### src/rtl/ddsl_map.vh
// constants for the dual converter serial loader
//Contract
//RULE1: shift data on falling edges, msb first
//RULE2: after 16 bits or cs rise, load latch
//RULE3: host holds cs low past sixteenth edge
//RULE4: latch updates on sixteenth rising edge
//RULE5: host drops cs before first bit
//RULE6: byte hosts send two bytes per word
//RULE7: reset clears every latch to zero
//RULE8: channel codes are unsigned twelve bit
//RULE9: four program bits then twelve data bits
//RULE10: latch select decodes to four targets
//RULE11: speed one fast, power one down
//RULE12: control low bits select reference source
//RULE13: cs high ignores clock and data
`ifndef DDSL_MAP_VH
`define DDSL_MAP_VH
`define DDSL_WORD_BITS      16
`define DDSL_CODE_BITS      12
`define DDSL_BIT_SEL_HI     15
`define DDSL_BIT_SPEED      14
`define DDSL_BIT_POWER      13
`define DDSL_BIT_SEL_LO     12
`define DDSL_SEL_CHB_BUF    2'b00
`define DDSL_SEL_BUF        2'b01
`define DDSL_SEL_CHA_XFER   2'b10
`define DDSL_SEL_CTRL       2'b11
`define DDSL_REF_EXT        2'b00
`define DDSL_REF_1V024      2'b01
`define DDSL_REF_2V048      2'b10
`define DDSL_CODE_RST       12'h000
`define DDSL_CNT_LAST       5'h10
`endif

### src/rtl/ddsl_loader.v
// serial word loader and latch bank for a dual twelve-bit converter
`include "ddsl_map.vh"
`timescale 1ns/100ps
`default_nettype none
module ddsl_loader (
   // clock and reset
   input  wire        sys_clk,
   input  wire        rst_n,
   // serial link pins
   input  wire        cs_n,
   input  wire        sclk,
   input  wire        sdin,
   // channel codes
   output reg  [11:0] chan_a_code,
   output reg  [11:0] chan_b_code,
   output reg  [11:0] buffer_code,
   // configuration
   output reg         settling_speed_select,
   output reg         power_down_select,
   output reg         reference_select_hi,
   output reg         reference_select_lo,
   // update strobe
   output reg         latch_update
);
   wire cs_lvl;
   wire cs_rise;
   wire sclk_rise;
   wire sclk_fall;
   wire din_lvl;

   reg [15:0] shift_r;
   reg [4:0]  count_r;
   reg        pend_r;

   // select idles high, so it resets high
   ddsl_sync #(
      .RST_VAL (1'b1)
   ) u_cs (
      .sys_clk   (sys_clk),
      .rst_n     (rst_n),
      .async_in  (cs_n),
      .level_out (cs_lvl),
      .rise_out  (cs_rise),
      .fall_out  ()
   );

   // serial clock idles high, so it resets high
   ddsl_sync #(
      .RST_VAL (1'b1)
   ) u_ck (
      .sys_clk   (sys_clk),
      .rst_n     (rst_n),
      .async_in  (sclk),
      .level_out (),
      .rise_out  (sclk_rise),
      .fall_out  (sclk_fall)
   );

   ddsl_sync u_dat (
      .sys_clk   (sys_clk),
      .rst_n     (rst_n),
      .async_in  (sdin),
      .level_out (din_lvl),
      .rise_out  (),
      .fall_out  ()
   );

   // data lags clock by one flop so it is sampled before any change
   reg din_d_r;
   always @(posedge sys_clk or negedge rst_n) begin
      if (!rst_n)
         din_d_r <= 1'b0;
      else
         din_d_r <= din_lvl;
   end

   // RULE9 RULE10 word to latch decode
   task load_word;
      input [15:0] w;
      begin
         // RULE11 speed and power bits
         settling_speed_select <= w[`DDSL_BIT_SPEED];
         power_down_select     <= w[`DDSL_BIT_POWER];
         case ({w[`DDSL_BIT_SEL_HI], w[`DDSL_BIT_SEL_LO]})
            // RULE8 unsigned twelve bit codes
            `DDSL_SEL_CHB_BUF: begin
               chan_b_code <= w[11:0];
               buffer_code <= w[11:0];
            end
            `DDSL_SEL_BUF: begin
               buffer_code <= w[11:0];
            end
            `DDSL_SEL_CHA_XFER: begin
               chan_a_code <= w[11:0];
               chan_b_code <= buffer_code;
            end
            default: begin
               // RULE12 reference bits only
               reference_select_hi <= w[1];
               reference_select_lo <= w[0];
            end
         endcase
      end
   endtask

   always @(posedge sys_clk or negedge rst_n) begin
      if (!rst_n) begin
         // RULE7 clear all latches
         shift_r               <= 16'h0000;
         count_r               <= 5'h00;
         pend_r                <= 1'b0;
         chan_a_code           <= `DDSL_CODE_RST;
         chan_b_code           <= `DDSL_CODE_RST;
         buffer_code           <= `DDSL_CODE_RST;
         settling_speed_select <= 1'b0;
         power_down_select     <= 1'b0;
         reference_select_hi   <= 1'b0;
         reference_select_lo   <= 1'b0;
         latch_update          <= 1'b0;
      end else begin
         latch_update <= 1'b0;
         if (cs_lvl) begin
            // RULE13 idle while deselected
            count_r <= 5'h00;
            pend_r  <= 1'b0;
            // RULE2 short frame loads on cs rise
            if (cs_rise && pend_r) begin
               load_word(shift_r);
               latch_update <= 1'b1;
            end
         end else begin
            if (sclk_fall && count_r != `DDSL_CNT_LAST) begin
               // RULE1 msb first shift
               shift_r <= {shift_r[14:0], din_d_r};
               count_r <= count_r + 5'h01;
               pend_r  <= 1'b1;
            end else if (sclk_rise && count_r == `DDSL_CNT_LAST && pend_r) begin
               // RULE4 update on sixteenth rise
               load_word(shift_r);
               latch_update <= 1'b1;
               pend_r       <= 1'b0;
            end
         end
      end
   end
endmodule
`default_nettype wire

### src/rtl/ddsl_sync.v
// two-flop synchroniser with edge detection on the synced level
`timescale 1ns/100ps
`default_nettype none
module ddsl_sync #(
   // level held in reset, set to the pin's idle level so no false edge follows
   parameter RST_VAL = 1'b0
) (
   // clock and reset
   input  wire sys_clk,
   input  wire rst_n,
   // asynchronous level in
   input  wire async_in,
   // synced level and edges
   output wire level_out,
   output wire rise_out,
   output wire fall_out
);
   reg meta_r;
   reg sync_r;
   reg last_r;

   always @(posedge sys_clk or negedge rst_n) begin
      if (!rst_n) begin
         meta_r <= RST_VAL;
         sync_r <= RST_VAL;
         last_r <= RST_VAL;
      end else begin
         meta_r <= async_in;
         sync_r <= meta_r;
         last_r <= sync_r;
      end
   end

   assign level_out = sync_r;
   assign rise_out  = sync_r & ~last_r;
   assign fall_out  = ~sync_r & last_r;
endmodule
`default_nettype wire

### config.mk
export PLATFORM = sky130hd
export DESIGN_NAME = ddsl_loader
export DESIGN_NICKNAME = d
export VERILOG_FILES = /design/src/rtl/ddsl_loader.v /design/src/rtl/ddsl_sync.v
export VERILOG_INCLUDE_DIRS = /design/src /design/src/rtl
export SDC_FILE = /design/constraint.sdc
export NUM_CORES = 1
export LEC_CHECK = 0
export BUFFER_PORTS_ARGS = -buffer_cell sky130_fd_sc_hd__buf_2
export CAP_MARGIN = 20
export CORE_MARGIN = 2
export CORE_UTILIZATION = 41
export DETAILED_ROUTE_END_ITERATION = 10
export SLEW_MARGIN = 20
export SYNTH_ARGS = -nofsm -noshare
export SYNTH_HDL_FRONTEND = slang
export SYNTH_SLANG_ARGS = --single-unit
### constraint.sdc
create_clock -name sys_clk -period 2.7 [get_ports sys_clk]
set_clock_uncertainty 0.1 [all_clocks]
set_input_delay 0.27 -clock sys_clk [delete_from_list [all_inputs] [get_ports sys_clk]]
set_output_delay 0.27 -clock sys_clk [all_outputs]
set_load 0.05 [all_outputs]
==> run metrics <==
Routability Congestion 0.796; Synth top cells by count dfrtp_1, mux2_2, o21ai_0; critical path capture point type flop; fmax 0.445 GHz; die area approximately 0.008 mm^2; WP data arrival 2.36 ns; die span in x 88.6 um; cell depth of the worst setup path 6; RSZ-0062 raised after global routing no; Psw 0.000994 W; measured slew at the worst slew-check pin 0.661 ns; first-pass GRT wire length 9.25 mm; P_int between 0.0015 and 0.002 W; GR Util All Layers 0.158; WHS Path Cells 0; critical path type flop to flop; Final min period 2.25 ns; Synth Warn # 0; post-route ant nets 0; total CTS buffers 9; most common cell in the synthesized netlist dfrtp_1; max_cap viols 0; Worst path top cell family by delay simple AND/OR/NAND/NOR gates; CTS H-tree lvls 3; Worst Hold Class flop to flop; vias per inst between 4 and 5; net count after synthesis 206; Clock Power Share 0.289; synthesized area 0.00293 mm^2; initial DRC count 99; worst vdd ir 727 uV; Initial Utilization 0.427; Syn-to-layout area delta 18.4%; Pwr Total a little under 0.003 W; number of synthesized register bits just over 70; leakage approximately 1.8 nW; Max clock buf depth 2; input/output buffers 45; CTS tree yes; number of global-route vias before repair 1760; Worst slew margin 0.559; logic gate share of total power 0.237; Util after Layout 0.506; ys async rst share 1.00; setup bufs post-CTS 0; post-CTS resize count 0; placement row count 30; Startpoint Class flop; dpl hpwl 3.48 mm; Synth Instances roughly 200; sw frac 0.339; routed wire length about 5.4 mm; clk sinks 72; router iterations before antenna repair 4; post-synth cell types 30; Reg power frac 0.474; setup TNS 0 ns; largest area contributor in the netlist dfrtp_1; Nets 260; slowest CP cell nor2_4; clk_lat worst skew 0.33 ns; Avg WL per Cell 15.3 um; total I/O pin count 46; Final period util 0.832; EDFF count, synth 0; Core ar. 0.00687 mm^2; Die H 88.6 um; run status finished clean; Mapped Avg Cell Area between 10 and 15 um^2; Root Driver clkbuf_8; share of layout cells above drive strength 1 0.426; largest net degree at the start of global routing 46; final hold vios 0; pwr/cell area 843 mW/mm^2; Slew Limit Fails 0; worst path required time 2.82 ns; hold_buf cts 4; initial antenna violation count 0; sequential cell area fraction in the yosys report 0.617; Worst-path clk slew 0.07 ns; top cell type's share of synthesized area 0.563; ranking of synthesized cells by area dfrtp_1, mux2_2, dfstp_2; DRC viols 0; CP max FO 12; Remaining Overflow, GRT 0; worst r2r path cells 6; filler instances 604; Fin Hold WS 0.251 ns; ant diodes 0; Setup violations, final 0; slowest stage delay, CP 0.43 ns; main flop type after synthesis dfrtp_1; CP Cell Sequence inv_1 > ha_1 > nand4bb_4 > o22a_1 > nor2_4 > mux2_2; CP Buf/Inv Count 1; detailed-route via count approximately 1700
==> area by class of cell <==
| class | count | area, um^2 | share of cell area |
|---|---|---|---|
| well taps | 96 | 120 | 0.0346 |
| multi-input cells | 112 | 1020 | 0.292 |
| flip-flops and latches | 72 | 1810 | 0.521 |
| clock buffers | 13 | 159 | 0.0457 |
| clock inverters | 3 | 40.0 | 0.0115 |
| repair buffers | 54 | 315 | 0.0907 |
| inverters | 4 | 15.0 | 0.00432 |
==> worst register-to-register path, delay by kind of cell, from the launching register on <==
family          cells  cell delay (ns)
simple gates        2             0.57
flops               1             0.42
compound gates      1             0.40
mux                 1             0.39
fa+ha+maj           1             0.18
buf+inv             1             0.07
==> registers in the layout, indices dropped and copies added (netlist names), 5 cells and up <==
name         cells
buffer_code     12
chan_a_code     12
chan_b_code     12
count_r          5
shift_r         16
==> metal layers <==
metal | part of all wire | track usage
met4 | 0.017 | 0.0744
met2 | 0.45 | 0.229
met5 | 0 | 0
met1 | 0.50 | 0.226
met3 | 0.041 | 0.0364
==> kinds of logic (layout without fill, tap and decap cells) <==
kind of cell             Yosys count  count (layout)  share of synthesized area
multiplexers                      56              56                      0.223
flip-flops                        72              72                      0.617
buffers and inverters             15              74                     0.0380
AND/OR/NAND/NOR                   20              20                     0.0499
XOR/XNOR                           4               4                     0.0119
AO/OA/AOI/OAI                     30              30                     0.0525
adder cells (fa/ha/maj)            2               2                    0.00853
==> metrics by stage <==
stage | area [um^2] | worst slack, ns | instances
2_1_floorplan | 2930 | 0.759 | 199
3_3_place_gp | 3240 | 0.475 | 334
3_5_place_dp | 3240 | 0.432 | 334
4_1_cts | 3470 | 0.412 | 354
5_1_grt | 3470 | 0.315 | 354
6_report | 3470 | 0.453 | 354
==> worst paths after layout <==
check                              from              end  slack (ns)
hold / removal             u_dat.meta_r  u_dat.level_out        0.25
hold reg to reg            u_dat.meta_r  u_dat.level_out        0.25
setup reg to reg             count_r[0]  chan_a_code[11]        0.45
setup / recovery             count_r[0]  chan_a_code[11]        0.45
min in group asynchronous         rst_n       count_r[4]        0.42
max in group asynchronous         rst_n      u_cs.last_r        1.37
==> power groups by stage <==
stage / registers, W / logic, W / clock network, W
global placement: 0.00141 / 0.000688 / 0
detailed placement: 0.00141 / 0.000695 / 0
CTS: 0.00139 / 0.000701 / 0.000873
floorplan: 0.00170 / 0.000208 / 0
finish: 0.00139 / 0.000693 / 0.000847
global route: 0.00142 / 0.000744 / 0.000924
==> layout by cell type, fill, tap and decap left out, types with 3 or more instances in the layout <==
cell	netlist	routed
inv_1	4	4
dfstp_2	6	6
nor2_1	6	6
mux2_1	10	10
dfrtp_1	66	66
o21ai_1	10	10
dlygate4sd3_1	0	4
o21ai_0	16	16
xor2_1	3	3
buf_2	1	45
mux2_4	10	10
mux2_2	24	24
clkbuf_8	0	11
a21oi_1	3	3
mux2i_1	12	12
buf_4	0	4
Power figures use the tool's default switching activity.
